**src/include/icms_defs.vh**
```
/*
 Constants of the input clock monitor and selector: register offsets,
 field positions, write masks, reset values and monitor limits.
 Assumes inclusion by bare name from the design files.
*/
`ifndef ICMS_DEFS_VH
`define ICMS_DEFS_VH
// ==========================================================
// Register byte offsets
`define ICMS_OFF_CTRL 8'h00
`define ICMS_OFF_PRIO 8'h04
`define ICMS_OFF_LOSS 8'h08
`define ICMS_OFF_GPIO 8'h0C
`define ICMS_OFF_INTV 8'h10
`define ICMS_OFF_ACTMAX 8'h14
`define ICMS_OFF_EXP1 8'h18
`define ICMS_OFF_EXP2 8'h1C
`define ICMS_OFF_EXP3 8'h20
`define ICMS_OFF_PCT 8'h24
`define ICMS_OFF_QUALIFIED_AFTER_TIMER 8'h28
`define ICMS_OFF_LOCK_TIMEOUT_FLAG 8'h2C
`define ICMS_OFF_DIV 8'h30
`define ICMS_OFF_MSTAT 8'h40
`define ICMS_OFF_GOOD 8'h44
`define ICMS_OFF_PTAB 8'h48
`define ICMS_NUM_CFG 13
// ==========================================================
// Control register fields
`define ICMS_CTRL_EN 0
`define ICMS_CTRL_PIN_DRIVEN_SWITCH 3
`define ICMS_CTRL_RETURN_TO_BEST 4
`define ICMS_CTRL_PINSEL 5
`define ICMS_CTRL_EDGE 7
`define ICMS_CTRL_ACTON 10
`define ICMS_CTRL_PCTON 13
`define ICMS_CTRL_ALLOW 16
// Good/sticky register fields
`define ICMS_GOOD_STICKY 4
`define ICMS_GOOD_LOCK_TIMEOUT_FLAG 8
// ==========================================================
// Write masks and reset values
`define ICMS_MASK_CTRL 32'h0007_FFFF
`define ICMS_RST_CTRL 32'h0007_FC07
`define ICMS_MASK_PRIO 32'h0000_0FFF
`define ICMS_RST_PRIO 32'h0000_0321
`define ICMS_MASK_LOSS 32'h0000_01FF
`define ICMS_MASK_GPIO 32'h0000_FFFF
`define ICMS_MASK_16 32'h0000_FFFF
`define ICMS_RST_INTV 32'h0000_03E8
`define ICMS_RST_ACTMAX 32'h0000_FFFF
`define ICMS_RST_EXP 32'h0000_01F4
`define ICMS_MASK_PCT 32'h0000_7FFF
`define ICMS_RST_PCT 32'h0000_14A5
`define ICMS_RST_QUALIFIED_AFTER_TIMER 32'h0000_0064
`define ICMS_MASK_24 32'h00FF_FFFF
`define ICMS_RST_LOCK_TIMEOUT_FLAG 32'h000F_4240
// ==========================================================
// Codes and limits
`define ICMS_GPIO_FN_INV 4'h1
`define ICMS_LOS_PIN_BASE 3'h2
`define ICMS_LOS_PIN_LAST 3'h5
`define ICMS_PCT_MIN 5'h01
`define ICMS_PCT_MAX 5'h14
`define ICMS_PCT_SCALE 24'h00_0064
`define ICMS_RESP_OK 2'h0
`define ICMS_RESP_ERR 2'h2
`endif

```
**src/icms_top.v**
```verilog
/*
 Input clock monitor and selector for one channel: AXI4-Lite registers,
 three monitored inputs, priority table and reference choice.
 Assumes references and pins are asynchronous and slow enough after
 two-flop sampling at the master clock; the lock flag is same-domain.
*/
// How it works
// - Each input divides and tracks the edge its edge_select bit picks, rising default.
// - Activity monitor counts divided edges per interval, verdict in activity_ok.
// - No toggling or too fast keeps activity_ok low; too slow flickers it.
// - Percent monitor compares count to nominal within a 1 to 20 percent bound.
// - Input good shows live; any change of it sets its sticky bit.
// - Inputs cleared in input_allow_mask are never auto selected.
// - Monitor on bits switch each monitor; off means good unless pin loss or activity failure forces it bad.
// - Chosen input not locked within lock_timeout_limit gets lock_timeout_flag.
// - Any pin may be an input's loss source; code 010 picks pin one.
// - Pin function code 0001 inverts the pin for active low loss.
// - Pin loss forces both monitors bad; activity failure forces percent bad.
// - All monitors good must hold for validation time before qualified.
// - Priority 0 excludes an input; 1 highest; reset priorities 1, 2, 3.
// - Automatic mode picks the best qualified input and shows a priority table.
// - Equal priorities rotate circularly, skip failed ones, never return_to_best.
// - Return_to_best mode switches to better inputs at once; failure always switches.
// - Pin mode: high picks input one, or three if one has priority 0; low two.
// - Pin mode overrides the chosen reference and holds ref valid high; best keeps tracking.
// - Each input runs only while its input_enable_mask bit is set.
`timescale 1ns/1ps
`include "icms_defs.vh"
module icms_top (
  // Clock and reset
  input wire I_CLK,
  input wire I_RESET_N,
  // AXI4-Lite write address and data
  input wire [7:0] I_AWADDR,
  input wire I_AWVALID,
  output reg O_AWREADY,
  input wire [31:0] I_WDATA,
  input wire [3:0] I_WSTRB,
  input wire I_WVALID,
  output reg O_WREADY,
  // AXI4-Lite write response
  output reg [1:0] O_BRESP,
  output reg O_BVALID,
  input wire I_BREADY,
  // AXI4-Lite read
  input wire [7:0] I_ARADDR,
  input wire I_ARVALID,
  output reg O_ARREADY,
  output reg [31:0] O_RDATA,
  output reg [1:0] O_RRESP,
  output reg O_RVALID,
  input wire I_RREADY,
  // Reference inputs and general-purpose pins
  input wire [2:0] I_REF_CLK,
  input wire [3:0] I_GPIO,
  // Loop interface
  input wire I_DPLL_LOCKED,
  output reg [1:0] O_CHOSEN_REF,
  output reg [1:0] O_BEST_CAND,
  output reg O_REF_VALID,
  output reg O_REF_EDGE,
  output reg [2:0] O_INPUT_POWER
);
  // ==========================================================
  // Configuration storage
  reg [31:0] cfg_q [0:`ICMS_NUM_CFG-1];
  reg [2:0] sticky_q;
  reg [2:0] lock_timeout_flag_q;
  reg [2:0] good_prev_q;
  // Own loop indices per process so no variable has two drivers
  integer k;
  integer m;
  integer p;

  function [31:0] cfg_mask;
    input [3:0] idx;
    begin
      case ({idx, 2'b00})
        `ICMS_OFF_CTRL: cfg_mask = `ICMS_MASK_CTRL;
        `ICMS_OFF_PRIO: cfg_mask = `ICMS_MASK_PRIO;
        `ICMS_OFF_LOSS: cfg_mask = `ICMS_MASK_LOSS;
        `ICMS_OFF_GPIO: cfg_mask = `ICMS_MASK_GPIO;
        `ICMS_OFF_PCT: cfg_mask = `ICMS_MASK_PCT;
        `ICMS_OFF_LOCK_TIMEOUT_FLAG: cfg_mask = `ICMS_MASK_24;
        `ICMS_OFF_DIV: cfg_mask = `ICMS_MASK_24;
        default: cfg_mask = `ICMS_MASK_16;
      endcase
    end
  endfunction

  function [31:0] cfg_rst;
    input [3:0] idx;
    begin
      case ({idx, 2'b00})
        `ICMS_OFF_CTRL: cfg_rst = `ICMS_RST_CTRL;
        `ICMS_OFF_PRIO: cfg_rst = `ICMS_RST_PRIO;
        `ICMS_OFF_INTV: cfg_rst = `ICMS_RST_INTV;
        `ICMS_OFF_ACTMAX: cfg_rst = `ICMS_RST_ACTMAX;
        `ICMS_OFF_EXP1: cfg_rst = `ICMS_RST_EXP;
        `ICMS_OFF_EXP2: cfg_rst = `ICMS_RST_EXP;
        `ICMS_OFF_EXP3: cfg_rst = `ICMS_RST_EXP;
        `ICMS_OFF_PCT: cfg_rst = `ICMS_RST_PCT;
        `ICMS_OFF_QUALIFIED_AFTER_TIMER: cfg_rst = `ICMS_RST_QUALIFIED_AFTER_TIMER;
        `ICMS_OFF_LOCK_TIMEOUT_FLAG: cfg_rst = `ICMS_RST_LOCK_TIMEOUT_FLAG;
        default: cfg_rst = 32'h0000_0000;
      endcase
    end
  endfunction

  function [31:0] strb_merge;
    input [31:0] old;
    input [31:0] wd;
    input [3:0] st;
    integer b;
    begin
      strb_merge = old;
      for (b = 0; b < 4; b = b + 1) begin
        if (st[b]) begin
          strb_merge[8*b +: 8] = wd[8*b +: 8];
        end
      end
    end
  endfunction

  wire [31:0] ctrl = cfg_q[0];
  wire [11:0] prio = cfg_q[1][11:0];
  wire [8:0] loss_src = cfg_q[2][8:0];
  wire [15:0] gpio_fn = cfg_q[3][15:0];
  wire [2:0] en = ctrl[`ICMS_CTRL_EN +: 3];
  wire ext_sw = ctrl[`ICMS_CTRL_PIN_DRIVEN_SWITCH];
  wire return_to_best = ctrl[`ICMS_CTRL_RETURN_TO_BEST];
  wire [1:0] pin_sel = ctrl[`ICMS_CTRL_PINSEL +: 2];
  wire [2:0] allow = ctrl[`ICMS_CTRL_ALLOW +: 3];

  // ==========================================================
  // AXI4-Lite slave
  reg [7:0] aw_addr_q;
  reg [31:0] w_data_q;
  reg [3:0] w_strb_q;
  reg aw_full_q;
  reg w_full_q;
  reg [31:0] rd_mux;
  reg rd_hit;
  wire wr_fire = aw_full_q && w_full_q && !O_BVALID;
  wire [3:0] wr_idx = aw_addr_q[5:2];
  wire wr_cfg = wr_fire && (aw_addr_q < 8'h34) && (aw_addr_q[1:0] == 2'b00);
  wire wr_good = wr_fire && (aw_addr_q == `ICMS_OFF_GOOD);

  always @(posedge I_CLK or negedge I_RESET_N) begin
    if (!I_RESET_N) begin
      aw_addr_q <= 8'h00;
      w_data_q <= 32'h0000_0000;
      w_strb_q <= 4'h0;
      aw_full_q <= 1'b0;
      w_full_q <= 1'b0;
      O_AWREADY <= 1'b1;
      O_WREADY <= 1'b1;
      O_BVALID <= 1'b0;
      O_BRESP <= `ICMS_RESP_OK;
      O_ARREADY <= 1'b1;
      O_RVALID <= 1'b0;
      O_RDATA <= 32'h0000_0000;
      O_RRESP <= `ICMS_RESP_OK;
    end else begin
      if (I_AWVALID && O_AWREADY) begin
        aw_addr_q <= I_AWADDR;
        aw_full_q <= 1'b1;
        O_AWREADY <= 1'b0;
      end
      if (I_WVALID && O_WREADY) begin
        w_data_q <= I_WDATA;
        w_strb_q <= I_WSTRB;
        w_full_q <= 1'b1;
        O_WREADY <= 1'b0;
      end
      if (wr_fire) begin
        aw_full_q <= 1'b0;
        w_full_q <= 1'b0;
        O_BVALID <= 1'b1;
        O_BRESP <= (wr_cfg || wr_good) ? `ICMS_RESP_OK : `ICMS_RESP_ERR;
      end
      if (O_BVALID && I_BREADY) begin
        O_BVALID <= 1'b0;
        O_AWREADY <= 1'b1;
        O_WREADY <= 1'b1;
      end
      if (I_ARVALID && O_ARREADY) begin
        O_ARREADY <= 1'b0;
        O_RVALID <= 1'b1;
        O_RDATA <= rd_hit ? rd_mux : 32'h0000_0000;
        O_RRESP <= rd_hit ? `ICMS_RESP_OK : `ICMS_RESP_ERR;
      end
      if (O_RVALID && I_RREADY) begin
        O_RVALID <= 1'b0;
        O_ARREADY <= 1'b1;
      end
    end
  end

  always @(posedge I_CLK or negedge I_RESET_N) begin
    if (!I_RESET_N) begin
      for (m = 0; m < `ICMS_NUM_CFG; m = m + 1) begin
        cfg_q[m] <= cfg_rst(m[3:0]);
      end
    end else if (wr_cfg) begin
      cfg_q[wr_idx] <= strb_merge(cfg_q[wr_idx], w_data_q, w_strb_q) & cfg_mask(wr_idx);
    end
  end

  // ==========================================================
  // Pin sampling and loss sources
  wire [6:0] synced;
  icms_sync #(.W(7)) u_sync (
    .i_clk(I_CLK),
    .i_reset_n(I_RESET_N),
    .i_async({I_GPIO, I_REF_CLK}),
    .o_sync(synced)
  );
  reg [3:0] pin_lvl;
  reg [2:0] los;

  function los_pick;
    input [2:0] code;
    input [3:0] pins;
    reg [2:0] n;
    begin
      n = code - `ICMS_LOS_PIN_BASE;
      los_pick = (code >= `ICMS_LOS_PIN_BASE) && (code <= `ICMS_LOS_PIN_LAST) &&
                 pins[n[1:0]];
    end
  endfunction

  always @* begin
    for (p = 0; p < 4; p = p + 1) begin
      pin_lvl[p] = synced[3+p] ^ (gpio_fn[4*p +: 4] == `ICMS_GPIO_FN_INV);
    end
    for (p = 0; p < 3; p = p + 1) begin
      los[p] = los_pick(loss_src[3*p +: 3], pin_lvl);
    end
  end

  // ==========================================================
  // Interval tick and per-input monitors
  reg [15:0] intv_cnt_q;
  wire tick = (intv_cnt_q >= cfg_q[4][15:0]);
  always @(posedge I_CLK or negedge I_RESET_N) begin
    if (!I_RESET_N) begin
      intv_cnt_q <= 16'h0000;
    end else begin
      intv_cnt_q <= tick ? 16'h0000 : intv_cnt_q + 16'h0001;
    end
  end

  wire [2:0] m_edge;
  wire [2:0] m_act;
  wire [2:0] m_pct;
  wire [2:0] m_good;
  wire [2:0] m_qual;
  genvar g;
  generate
    for (g = 0; g < 3; g = g + 1) begin : g_mon
      icms_mon u_mon (
        .i_clk(I_CLK),
        .i_reset_n(I_RESET_N),
        .i_ref(synced[g]),
        .i_los(los[g]),
        .i_en(en[g]),
        .i_edge_sel(ctrl[`ICMS_CTRL_EDGE + g]),
        .i_div(cfg_q[12][8*g +: 8]),
        .i_act_on(ctrl[`ICMS_CTRL_ACTON + g]),
        .i_pct_on(ctrl[`ICMS_CTRL_PCTON + g]),
        .i_tick(tick),
        .i_act_max(cfg_q[5][15:0]),
        .i_exp(cfg_q[6+g][15:0]),
        .i_pct(cfg_q[9][5*g +: 5]),
        .i_valtime(cfg_q[10][15:0]),
        .o_edge(m_edge[g]),
        .o_act_ok(m_act[g]),
        .o_pct_ok(m_pct[g]),
        .o_all_good(m_good[g]),
        .o_qual(m_qual[g])
      );
    end
  endgenerate

  // ==========================================================
  // Selection: keys, priority table, chosen reference
  reg [1:0] chosen_q;
  reg [1:0] best_q;
  reg [7:0] ptab_q;
  reg [5:0] key [0:2];
  reg [2:0] elig;
  reg [1:0] rank [0:2];
  reg [1:0] best_c;
  reg [5:0] tab_c;
  reg [1:0] next_c;
  reg [1:0] cur_i;
  reg [1:0] pin_ref;
  integer j;
  wire [2:0] good_now = m_good & ~lock_timeout_flag_q;

  // Current input ties first, then onward around the circle
  function [5:0] sel_key;
    input ok;
    input [3:0] pr;
    input [1:0] idx;
    input [1:0] cur;
    reg [2:0] d;
    begin
      d = {1'b0, idx} + 3'd2 - {1'b0, cur};
      if (d >= 3'd3) begin
        d = d - 3'd3;
      end
      sel_key = !ok ? 6'h3F : (idx == cur) ? {pr, 2'b00} : {pr, d[1:0] + 2'b01};
    end
  endfunction

  always @* begin
    cur_i = (chosen_q == 2'b00) ? 2'd2 : chosen_q - 2'd1;
    for (k = 0; k < 3; k = k + 1) begin
      elig[k] = m_qual[k] && allow[k] && en[k] && !lock_timeout_flag_q[k] &&
                (prio[4*k +: 4] != 4'h0);
      key[k] = sel_key(elig[k], prio[4*k +: 4], k[1:0], cur_i);
    end
    tab_c = 6'h00;
    for (k = 0; k < 3; k = k + 1) begin
      rank[k] = 2'd0;
      for (j = 0; j < 3; j = j + 1) begin
        if (key[j] < key[k] || (key[j] == key[k] && j < k)) begin
          rank[k] = rank[k] + 2'd1;
        end
      end
      if (elig[k]) begin
        tab_c[2*rank[k] +: 2] = k[1:0] + 2'd1;
      end
    end
    best_c = tab_c[1:0];
    next_c = chosen_q;
    if (chosen_q == 2'b00 || !elig[cur_i]) begin
      next_c = best_c;
    end else if (return_to_best && best_c != 2'b00 &&
                 prio[4*(best_c-2'd1) +: 4] < prio[4*cur_i +: 4]) begin
      next_c = best_c;
    end
    pin_ref = pin_lvl[pin_sel] ? ((prio[3:0] != 4'h0) ? 2'd1 : 2'd3) : 2'd2;
    if (ext_sw) begin
      next_c = pin_ref;
    end
  end

  // ==========================================================
  // Lock timeout and sticky flags
  reg [23:0] lk_cnt_q;
  wire lk_run = (chosen_q != 2'b00) && !I_DPLL_LOCKED && (next_c == chosen_q);
  wire lk_hit = lk_run && (lk_cnt_q >= cfg_q[11][23:0]);
  wire [2:0] lk_set = lk_hit ? (3'b001 << cur_i) : 3'b000;
  wire [2:0] sticky_clr = wr_good ? w_data_q[`ICMS_GOOD_STICKY +: 3] : 3'b000;
  wire [2:0] lock_timeout_flag_clr = wr_good ? w_data_q[`ICMS_GOOD_LOCK_TIMEOUT_FLAG +: 3] : 3'b000;

  always @(posedge I_CLK or negedge I_RESET_N) begin
    if (!I_RESET_N) begin
      chosen_q <= 2'b00;
      best_q <= 2'b00;
      ptab_q <= 8'h00;
      lk_cnt_q <= 24'h00_0000;
      lock_timeout_flag_q <= 3'b000;
      sticky_q <= 3'b000;
      good_prev_q <= 3'b000;
      O_CHOSEN_REF <= 2'b00;
      O_BEST_CAND <= 2'b00;
      O_REF_VALID <= 1'b0;
      O_REF_EDGE <= 1'b0;
      O_INPUT_POWER <= 3'b000;
    end else begin
      chosen_q <= next_c;
      best_q <= best_c;
      ptab_q <= {tab_c[5:2], next_c, best_c};
      lk_cnt_q <= (lk_run && !lk_hit) ? lk_cnt_q + 24'h00_0001 : 24'h00_0000;
      lock_timeout_flag_q <= (lock_timeout_flag_q & ~lock_timeout_flag_clr) | lk_set;
      good_prev_q <= good_now;
      sticky_q <= (sticky_q & ~sticky_clr) | (good_now ^ good_prev_q);
      O_CHOSEN_REF <= next_c;
      O_BEST_CAND <= best_c;
      O_REF_VALID <= (next_c != 2'b00) && (ext_sw || elig[next_c - 2'd1]);
      O_REF_EDGE <= (next_c != 2'b00) && m_edge[next_c - 2'd1];
      O_INPUT_POWER <= en;
    end
  end

  // ==========================================================
  // Read mux
  always @* begin
    rd_hit = 1'b1;
    rd_mux = 32'h0000_0000;
    if (I_ARADDR < 8'h34 && I_ARADDR[1:0] == 2'b00) begin
      rd_mux = cfg_q[I_ARADDR[5:2]];
    end else begin
      case (I_ARADDR)
        `ICMS_OFF_MSTAT: begin
          rd_mux = {12'h000, lock_timeout_flag_q, m_qual, m_good, los, m_pct, m_act};
        end
        `ICMS_OFF_GOOD: begin
          rd_mux = {21'h00_0000, lock_timeout_flag_q, 1'b0, sticky_q, 1'b0, good_now};
        end
        `ICMS_OFF_PTAB: begin
          rd_mux = {24'h00_0000, ptab_q};
        end
        default: begin
          rd_hit = 1'b0;
        end
      endcase
    end
  end
endmodule

```
**src/icms_sync.v**
```verilog
/*
 Two-flop synchronizer for a group of asynchronous pins.
 Assumes each bit is an independent level; no bus coherence across bits.
*/
`timescale 1ns/1ps
module icms_sync #(
  parameter W = 7
) (
  // Clock and reset
  input wire i_clk,
  input wire i_reset_n,
  // Pins in, synchronized levels out
  input wire [W-1:0] i_async,
  output reg [W-1:0] o_sync
);
  reg [W-1:0] meta_q;
  always @(posedge i_clk or negedge i_reset_n) begin
    if (!i_reset_n) begin
      meta_q <= {W{1'b0}};
      o_sync <= {W{1'b0}};
    end else begin
      meta_q <= i_async;
      o_sync <= meta_q;
    end
  end
endmodule

```
**src/icms_mon.v**
```verilog
/*
 Per-input edge select, prescaler, activity and percent monitors with
 hierarchy and validation timer.
 Assumes a synchronized reference level and a shared interval tick.
*/
`timescale 1ns/1ps
`include "icms_defs.vh"
module icms_mon (
  // Clock and reset
  input wire i_clk,
  input wire i_reset_n,
  // Reference and pin loss
  input wire i_ref,
  input wire i_los,
  // Configuration
  input wire i_en,
  input wire i_edge_sel,
  input wire [7:0] i_div,
  input wire i_act_on,
  input wire i_pct_on,
  input wire i_tick,
  input wire [15:0] i_act_max,
  input wire [15:0] i_exp,
  input wire [4:0] i_pct,
  input wire [15:0] i_valtime,
  // Status
  output reg o_edge,
  output reg o_act_ok,
  output reg o_pct_ok,
  output reg o_all_good,
  output reg o_qual
);
  reg prev_q;
  reg [7:0] div_cnt_q;
  reg [15:0] cnt_q;
  reg act_raw_q;
  reg pct_raw_q;
  reg [15:0] val_cnt_q;
  wire raw_edge = i_edge_sel ? (prev_q & ~i_ref) : (~prev_q & i_ref);
  wire div_edge = raw_edge && (div_cnt_q == i_div);
  wire act_c = !i_los && (!i_act_on || act_raw_q);
  wire pct_c = act_c && (!i_pct_on || pct_raw_q);
  wire good_c = act_c && pct_c;

  function in_range;
    input [15:0] cnt;
    input [15:0] expv;
    input [4:0] pct;
    reg [15:0] diff;
    reg [4:0] p;
    begin
      diff = (cnt > expv) ? cnt - expv : expv - cnt;
      p = (pct < `ICMS_PCT_MIN) ? `ICMS_PCT_MIN :
          (pct > `ICMS_PCT_MAX) ? `ICMS_PCT_MAX : pct;
      in_range = ({8'h00, diff} * `ICMS_PCT_SCALE) <=
                 ({8'h00, expv} * {19'h0_0000, p});
    end
  endfunction

  always @(posedge i_clk or negedge i_reset_n) begin
    if (!i_reset_n) begin
      prev_q <= 1'b0;
      div_cnt_q <= 8'h00;
      cnt_q <= 16'h0000;
      act_raw_q <= 1'b0;
      pct_raw_q <= 1'b0;
      val_cnt_q <= 16'h0000;
      o_edge <= 1'b0;
      o_act_ok <= 1'b0;
      o_pct_ok <= 1'b0;
      o_all_good <= 1'b0;
      o_qual <= 1'b0;
    end else if (!i_en) begin
      prev_q <= i_ref;
      div_cnt_q <= 8'h00;
      cnt_q <= 16'h0000;
      act_raw_q <= 1'b0;
      pct_raw_q <= 1'b0;
      val_cnt_q <= 16'h0000;
      o_edge <= 1'b0;
      o_act_ok <= 1'b0;
      o_pct_ok <= 1'b0;
      o_all_good <= 1'b0;
      o_qual <= 1'b0;
    end else begin
      prev_q <= i_ref;
      o_edge <= div_edge;
      if (raw_edge) begin
        div_cnt_q <= div_edge ? 8'h00 : div_cnt_q + 8'h01;
      end
      if (i_tick) begin
        cnt_q <= {15'h0000, div_edge};
        // Too slow gives empty intervals, hence a flickering verdict
        act_raw_q <= (cnt_q != 16'h0000) && (cnt_q <= i_act_max);
        // Percent check only counts intervals begun with activity good
        pct_raw_q <= act_c && in_range(cnt_q, i_exp, i_pct);
      end else if (div_edge && cnt_q != 16'hFFFF) begin
        cnt_q <= cnt_q + 16'h0001;
      end
      o_act_ok <= act_c;
      o_pct_ok <= pct_c;
      o_all_good <= good_c;
      if (!good_c) begin
        val_cnt_q <= 16'h0000;
      end else if (val_cnt_q < i_valtime) begin
        val_cnt_q <= val_cnt_q + 16'h0001;
      end
      o_qual <= good_c && (val_cnt_q >= i_valtime);
    end
  end
endmodule

```
**config.mk**
```make
export PLATFORM = sky130hd
export DESIGN_NAME = icms_top
export DESIGN_NICKNAME = d
export VERILOG_FILES = /design/src/icms_top.v /design/src/icms_sync.v /design/src/icms_mon.v
export VERILOG_INCLUDE_DIRS = /design/src /design/src/include
export SDC_FILE = /design/constraint.sdc
export NUM_CORES = 2
export LEC_CHECK = 0
export ABC_CLOCK_PERIOD_IN_PS = 7240
export BUFFER_PORTS_ARGS = -buffer_cell sky130_fd_sc_hd__buf_2
export CAP_MARGIN = 25
export CORE_ASPECT_RATIO = 0.8
export CORE_MARGIN = 2
export CORE_UTILIZATION = 30
export DETAILED_ROUTE_END_ITERATION = 12
export GPL_ROUTABILITY_DRIVEN = 0
export RECOVER_POWER = 100
export SYNTH_ARGS = -nofsm -noshare
export SYNTH_HDL_FRONTEND = slang
export SYNTH_SLANG_ARGS = --single-unit
```
**constraint.sdc**
```tcl
create_clock -name I_CLK -period 7.24 [get_ports I_CLK]
set_input_delay 0 -clock I_CLK [delete_from_list [all_inputs] [get_ports I_CLK]]
set_output_delay 0 -clock I_CLK [all_outputs]
set_load 0.1 [all_outputs]
```
==> summary by stage <==
Drt
The violation count after the first detailed-route iteration is 4,975. For this block, the routed nets add up to 174 mm of wire. The average wire length per cell after detail routing is around 22 um. The number of antenna-violating nets in the routed design is 0. For this run, design rule violations remaining after detail routing come to 0. The mean number of vias per cell is 5.42. For this run, the detailed router's first-pass iteration total came to 6. The via count is approximately 44k.

Die
The total area inside the core boundary comes to approximately 170,000 sq um. The initial utilization of the core area, before any placement, comes to 0.302. The die is ~470 um wide. In this run the core area contains around 140 standard-cell rows. The vertical extent of the die is roughly 370 um. For this design the top-level I/O count stands at ~120. The die outline area is approximately 170,000 sq um.

Critical path
The slowest library cell on the worst path is sky130_fd_sc_hd__or4_1. STA classifies the critical path startpoint as a flop. The delay of the slowest cell on the worst path is approximately 0.54 ns. The required arrival time at the worst endpoint is 7.86 ns. The type of the setup path with the least slack is flop to flop. The number of cell instances on the worst register-to-register path is 35.

The largest fanout on the critical path is 6. The cell that appears most often on the critical path is sky130_fd_sc_hd__a21o_1. STA classifies the critical path endpoint as a flop.

The critical path arrival is approximately 7.8 ns.

GRT
The first-pass GRT wire length is 264 mm. The initial antenna violation count is 13. The global-route congestion overflow total is 0.

The via count of the first global-routing pass is 42.0k. Entering global routing, the biggest net connects ~150 pins. Across every metal layer, demand over resource in global routing totals 0.196.

Cells and area
The area used by sequential logic in the layout is around 15,000 sq um. Of the cells placed in the final design, the portion with a size suffix greater than 1 is 0.170. The total area of multi-input combinational cells is approximately 34,000 sq um. The fill cell total of the finished layout is 17.1k. The final layout net count is around 6.5k. The end-of-flow core utilization is 0.351. The area growth from synthesis to layout is 16.3%.

Placed design
The number of buffers added on ports is 97. The wire-length estimate of the detail-placed layout is 134 mm. Prior to clock tree synthesis, the placed netlist has a worst setup slack of -0.277 ns.

Clock tree
In this run the number of H-tree levels came out at 3. The longest clock path from root to sink contains 3 buffers. Buffers inserted during clock tree synthesis total 66. The TritonCTS clock tree is done. After clock tree synthesis, the clock-pin slew on the worst setup and hold paths is around 0.080 ns.

The number of sinks on the clock net is roughly 600. The clock latency on the worst-skew pair is 0.67 ns. The root cell of the clock tree is sky130_fd_sc_hd__clkbuf_16.

STA
The number of max-slew violations in the final report is about 280. Between clock sinks in the finished design, the worst skew comes to between 0.02 and 0.03 ns. The post-layout minimum cycle time is 7.14 ns.

Once routing completed, OpenROAD measured the worst setup slack at about 0.096 ns. The final sum of negative setup slack is 0 ns. For this run, the top clock speed supported by timing is approximately 0.14 GHz.

Setup repair after global routing could not meet its margin everywhere. Hold timing on the final database bottoms out at a slack of between 0.06 and 0.07 ns. Setup violations remaining at the end of the flow were counted as 0. The tightest slew margin relative to the limit is -3.04. The hold violation total from the final report was 0. Dividing the final minimum period by the clock period gives 0.987. At the pin with the least slew margin, the transition time is roughly 6.1 ns.

Pwr
Summed over all cells, the static leakage comes to ~28 nW. In this run the power density over the cells is 310 nW/um^2. Across the VDD grid, the largest voltage drop is around 460 uV.

Logic synthesis
After technology mapping, the gate count stands at between 5k and 6k. Yosys printed 0 warnings. The top cell type's share of synthesized area is 0.256. After synthesis, the netlist uses 95 different library cells.

The largest area contributor in the synthesized netlist is sky130_fd_sc_hd__dfrtp_1. The most used flip-flop cell after synthesis is sky130_fd_sc_hd__dfrtp_1. The share of the yosys chip area belonging to registers is 0.294. The async set-reset flop share out of synthesis is 1.00. In this run the cell area of the synthesized design comes to 51,100 sq um.

Each instance of the synthesized netlist takes up on average roughly 9.5 sq um. In the post-synthesis netlist, the biggest area contributors are sky130_fd_sc_hd__dfrtp_1, sky130_fd_sc_hd__ha_1, sky130_fd_sc_hd__fa_1, sky130_fd_sc_hd__mux4_2, sky130_fd_sc_hd__dfstp_2. After synthesis the netlist holds a flip-flop and latch count of around 600. The count of flip-flops with a built-in enable after synthesis is 0.

Status
The flow ran to the end, but the final reports show violations. The checks that failed: max-capacitance violations, max-slew violations.

Worst hold path
The number of cells on the worst hold path is 3. The worst hold-check path type is primary input to flop.

Run
The number of max-capacitance violations reported is 6.
per-stage QoR:
step	area (sq um)	std cells	power (W)
after global routing	59400	8023	0.0197
after floorplan	51100	5383	0.0105
after detailed placement	55800	7803	0.0137
final	59400	8025	0.0184
after global placement	55700	7797	0.0135
after CTS	58700	7986	0.0175
layer usage:
metal  part of all wire  global-route usage  wire [um]
met1               0.46               0.294      79600
met4              0.028              0.0497       4830
met3               0.11              0.0476      18400
met5            0.00023                   0         40
met2               0.41               0.278      71500
final cells by class:
| type | count | share of cell area |
|---|---|---|
| antenna | 3 | 0.000126 |
| clock buffer | 91 | 0.0306 |
| clock inverter | 29 | 0.00632 |
| inverter | 465 | 0.0294 |
| multi-input combinational | 4077 | 0.572 |
| sequential | 597 | 0.253 |
| tap | 2260 | 0.0476 |
| timing repair buffer | 503 | 0.0610 |
kinds of logic (layout without fill, tap and decap cells):
logic type,count (synthesis),after routing,synth area share
other cells,1,13,0.0000734
mux,311,311,0.0989
fa+ha+maj,731,731,0.203
buf+inv,709,1088,0.0550
simple gates,1623,1623,0.159
compound gates,1113,1113,0.140
xor+xnor,289,289,0.0495
flops,597,597,0.294
where the power goes:
part / internal (W) / leakage [nW] / switching (W)
Sequential: 0.00359 / 7.92 / 0.000451
Clock: 0.00197 / 1.07 / 0.00159
Combinational: 0.00461 / 18.5 / 0.00620
what timing repair did:
| item | CTS | global route |
|---|---|---|
| pin swaps | 6 | 89 |
| hold buffers | 58 | 0 |
| cloned | 0 | 1 |
| setup buffers | 5 | 33 |
| setup endpoints to repair | 3 | 29 |
| gates resized for setup | 13 | 128 |
| hold endpoints to repair | 159 | 0 |
critical path, delay by kind of cell, from the launching register on:
kind,cells,cell delay [ns]
AOI/OAI and AO/OA,15,2.87
adders and majority gates,7,1.97
and+or+nand+nor,6,1.08
DFF,1,0.40
xor gates and xnor gates,2,0.40
buffers and inverters,5,0.36
final timing paths:
check	from	endpoint	slack, ns
worst max-delay path	g_mon[1].u_mon.cnt_q[0]	g_mon[1].u_mon.pct_raw_q	0.1
worst min-delay path	I_RREADY	O_RVALID	0.06
worst max register to register	g_mon[1].u_mon.cnt_q[0]	g_mon[1].u_mon.pct_raw_q	0.1
worst min register to register	u_sync.meta_q[0]	u_sync.o_sync[0]	0.35
max in group asynchronous	I_RESET_N	g_mon[1].u_mon.div_cnt_q[2]	1.07
min in group asynchronous	I_RESET_N	lk_cnt_q[23]	2.14
sequential cells by signal, indices dropped and copies added (netlist names), 7 cells and up:
name	cells
cfg_q	288
g_mon.u_mon.cnt_q	48
g_mon.u_mon.val_cnt_q	48
O_RDATA	24
ctrl	24
g_mon.u_mon.div_cnt_q	24
lk_cnt_q	24
w_data_q	24
intv_cnt_q	16
aw_addr_q	8
ptab_q	8
u_sync.meta_q	7
u_sync.o_sync	7
synthesized netlist by cell type, types with 136 or more instances:
library cell and n:
sky130_fd_sc_hd__a21o_1 136, sky130_fd_sc_hd__a21oi_1 276, sky130_fd_sc_hd__and2_1 202, sky130_fd_sc_hd__clkbuf_1 170, sky130_fd_sc_hd__dfrtp_1 522, sky130_fd_sc_hd__fa_1 165
sky130_fd_sc_hd__ha_1 566, sky130_fd_sc_hd__inv_1 464, sky130_fd_sc_hd__mux4_2 143, sky130_fd_sc_hd__nand2_1 413, sky130_fd_sc_hd__nor2_1 378, sky130_fd_sc_hd__o21ai_0 302
sky130_fd_sc_hd__xnor2_1 170
layout by cell type, fill, tap and decap left out, drive strengths merged, types with 41 or more instances in the layout:
| cell | instances |
|---|---|
| a211oi | 66 |
| a21o | 136 |
| a21oi | 278 |
| and2 | 202 |
| and3 | 95 |
| buf | 379 |
| clkbuf | 157 |
| dfrtp | 522 |
| dfstp | 75 |
| dlygate4sd3 | 58 |
| fa | 165 |
| ha | 566 |
| inv | 471 |
| mux2 | 119 |
| mux2i | 49 |
| mux4 | 143 |
| nand2 | 413 |
| nand2b | 41 |
| nand3 | 114 |
| nand4 | 82 |
| nor2 | 380 |
| nor2b | 105 |
| nor3 | 49 |
| o21a | 50 |
| o21ai | 311 |
| or3 | 41 |
| xnor2 | 170 |
| xor2 | 119 |
(Power assumes the default switching activity.)
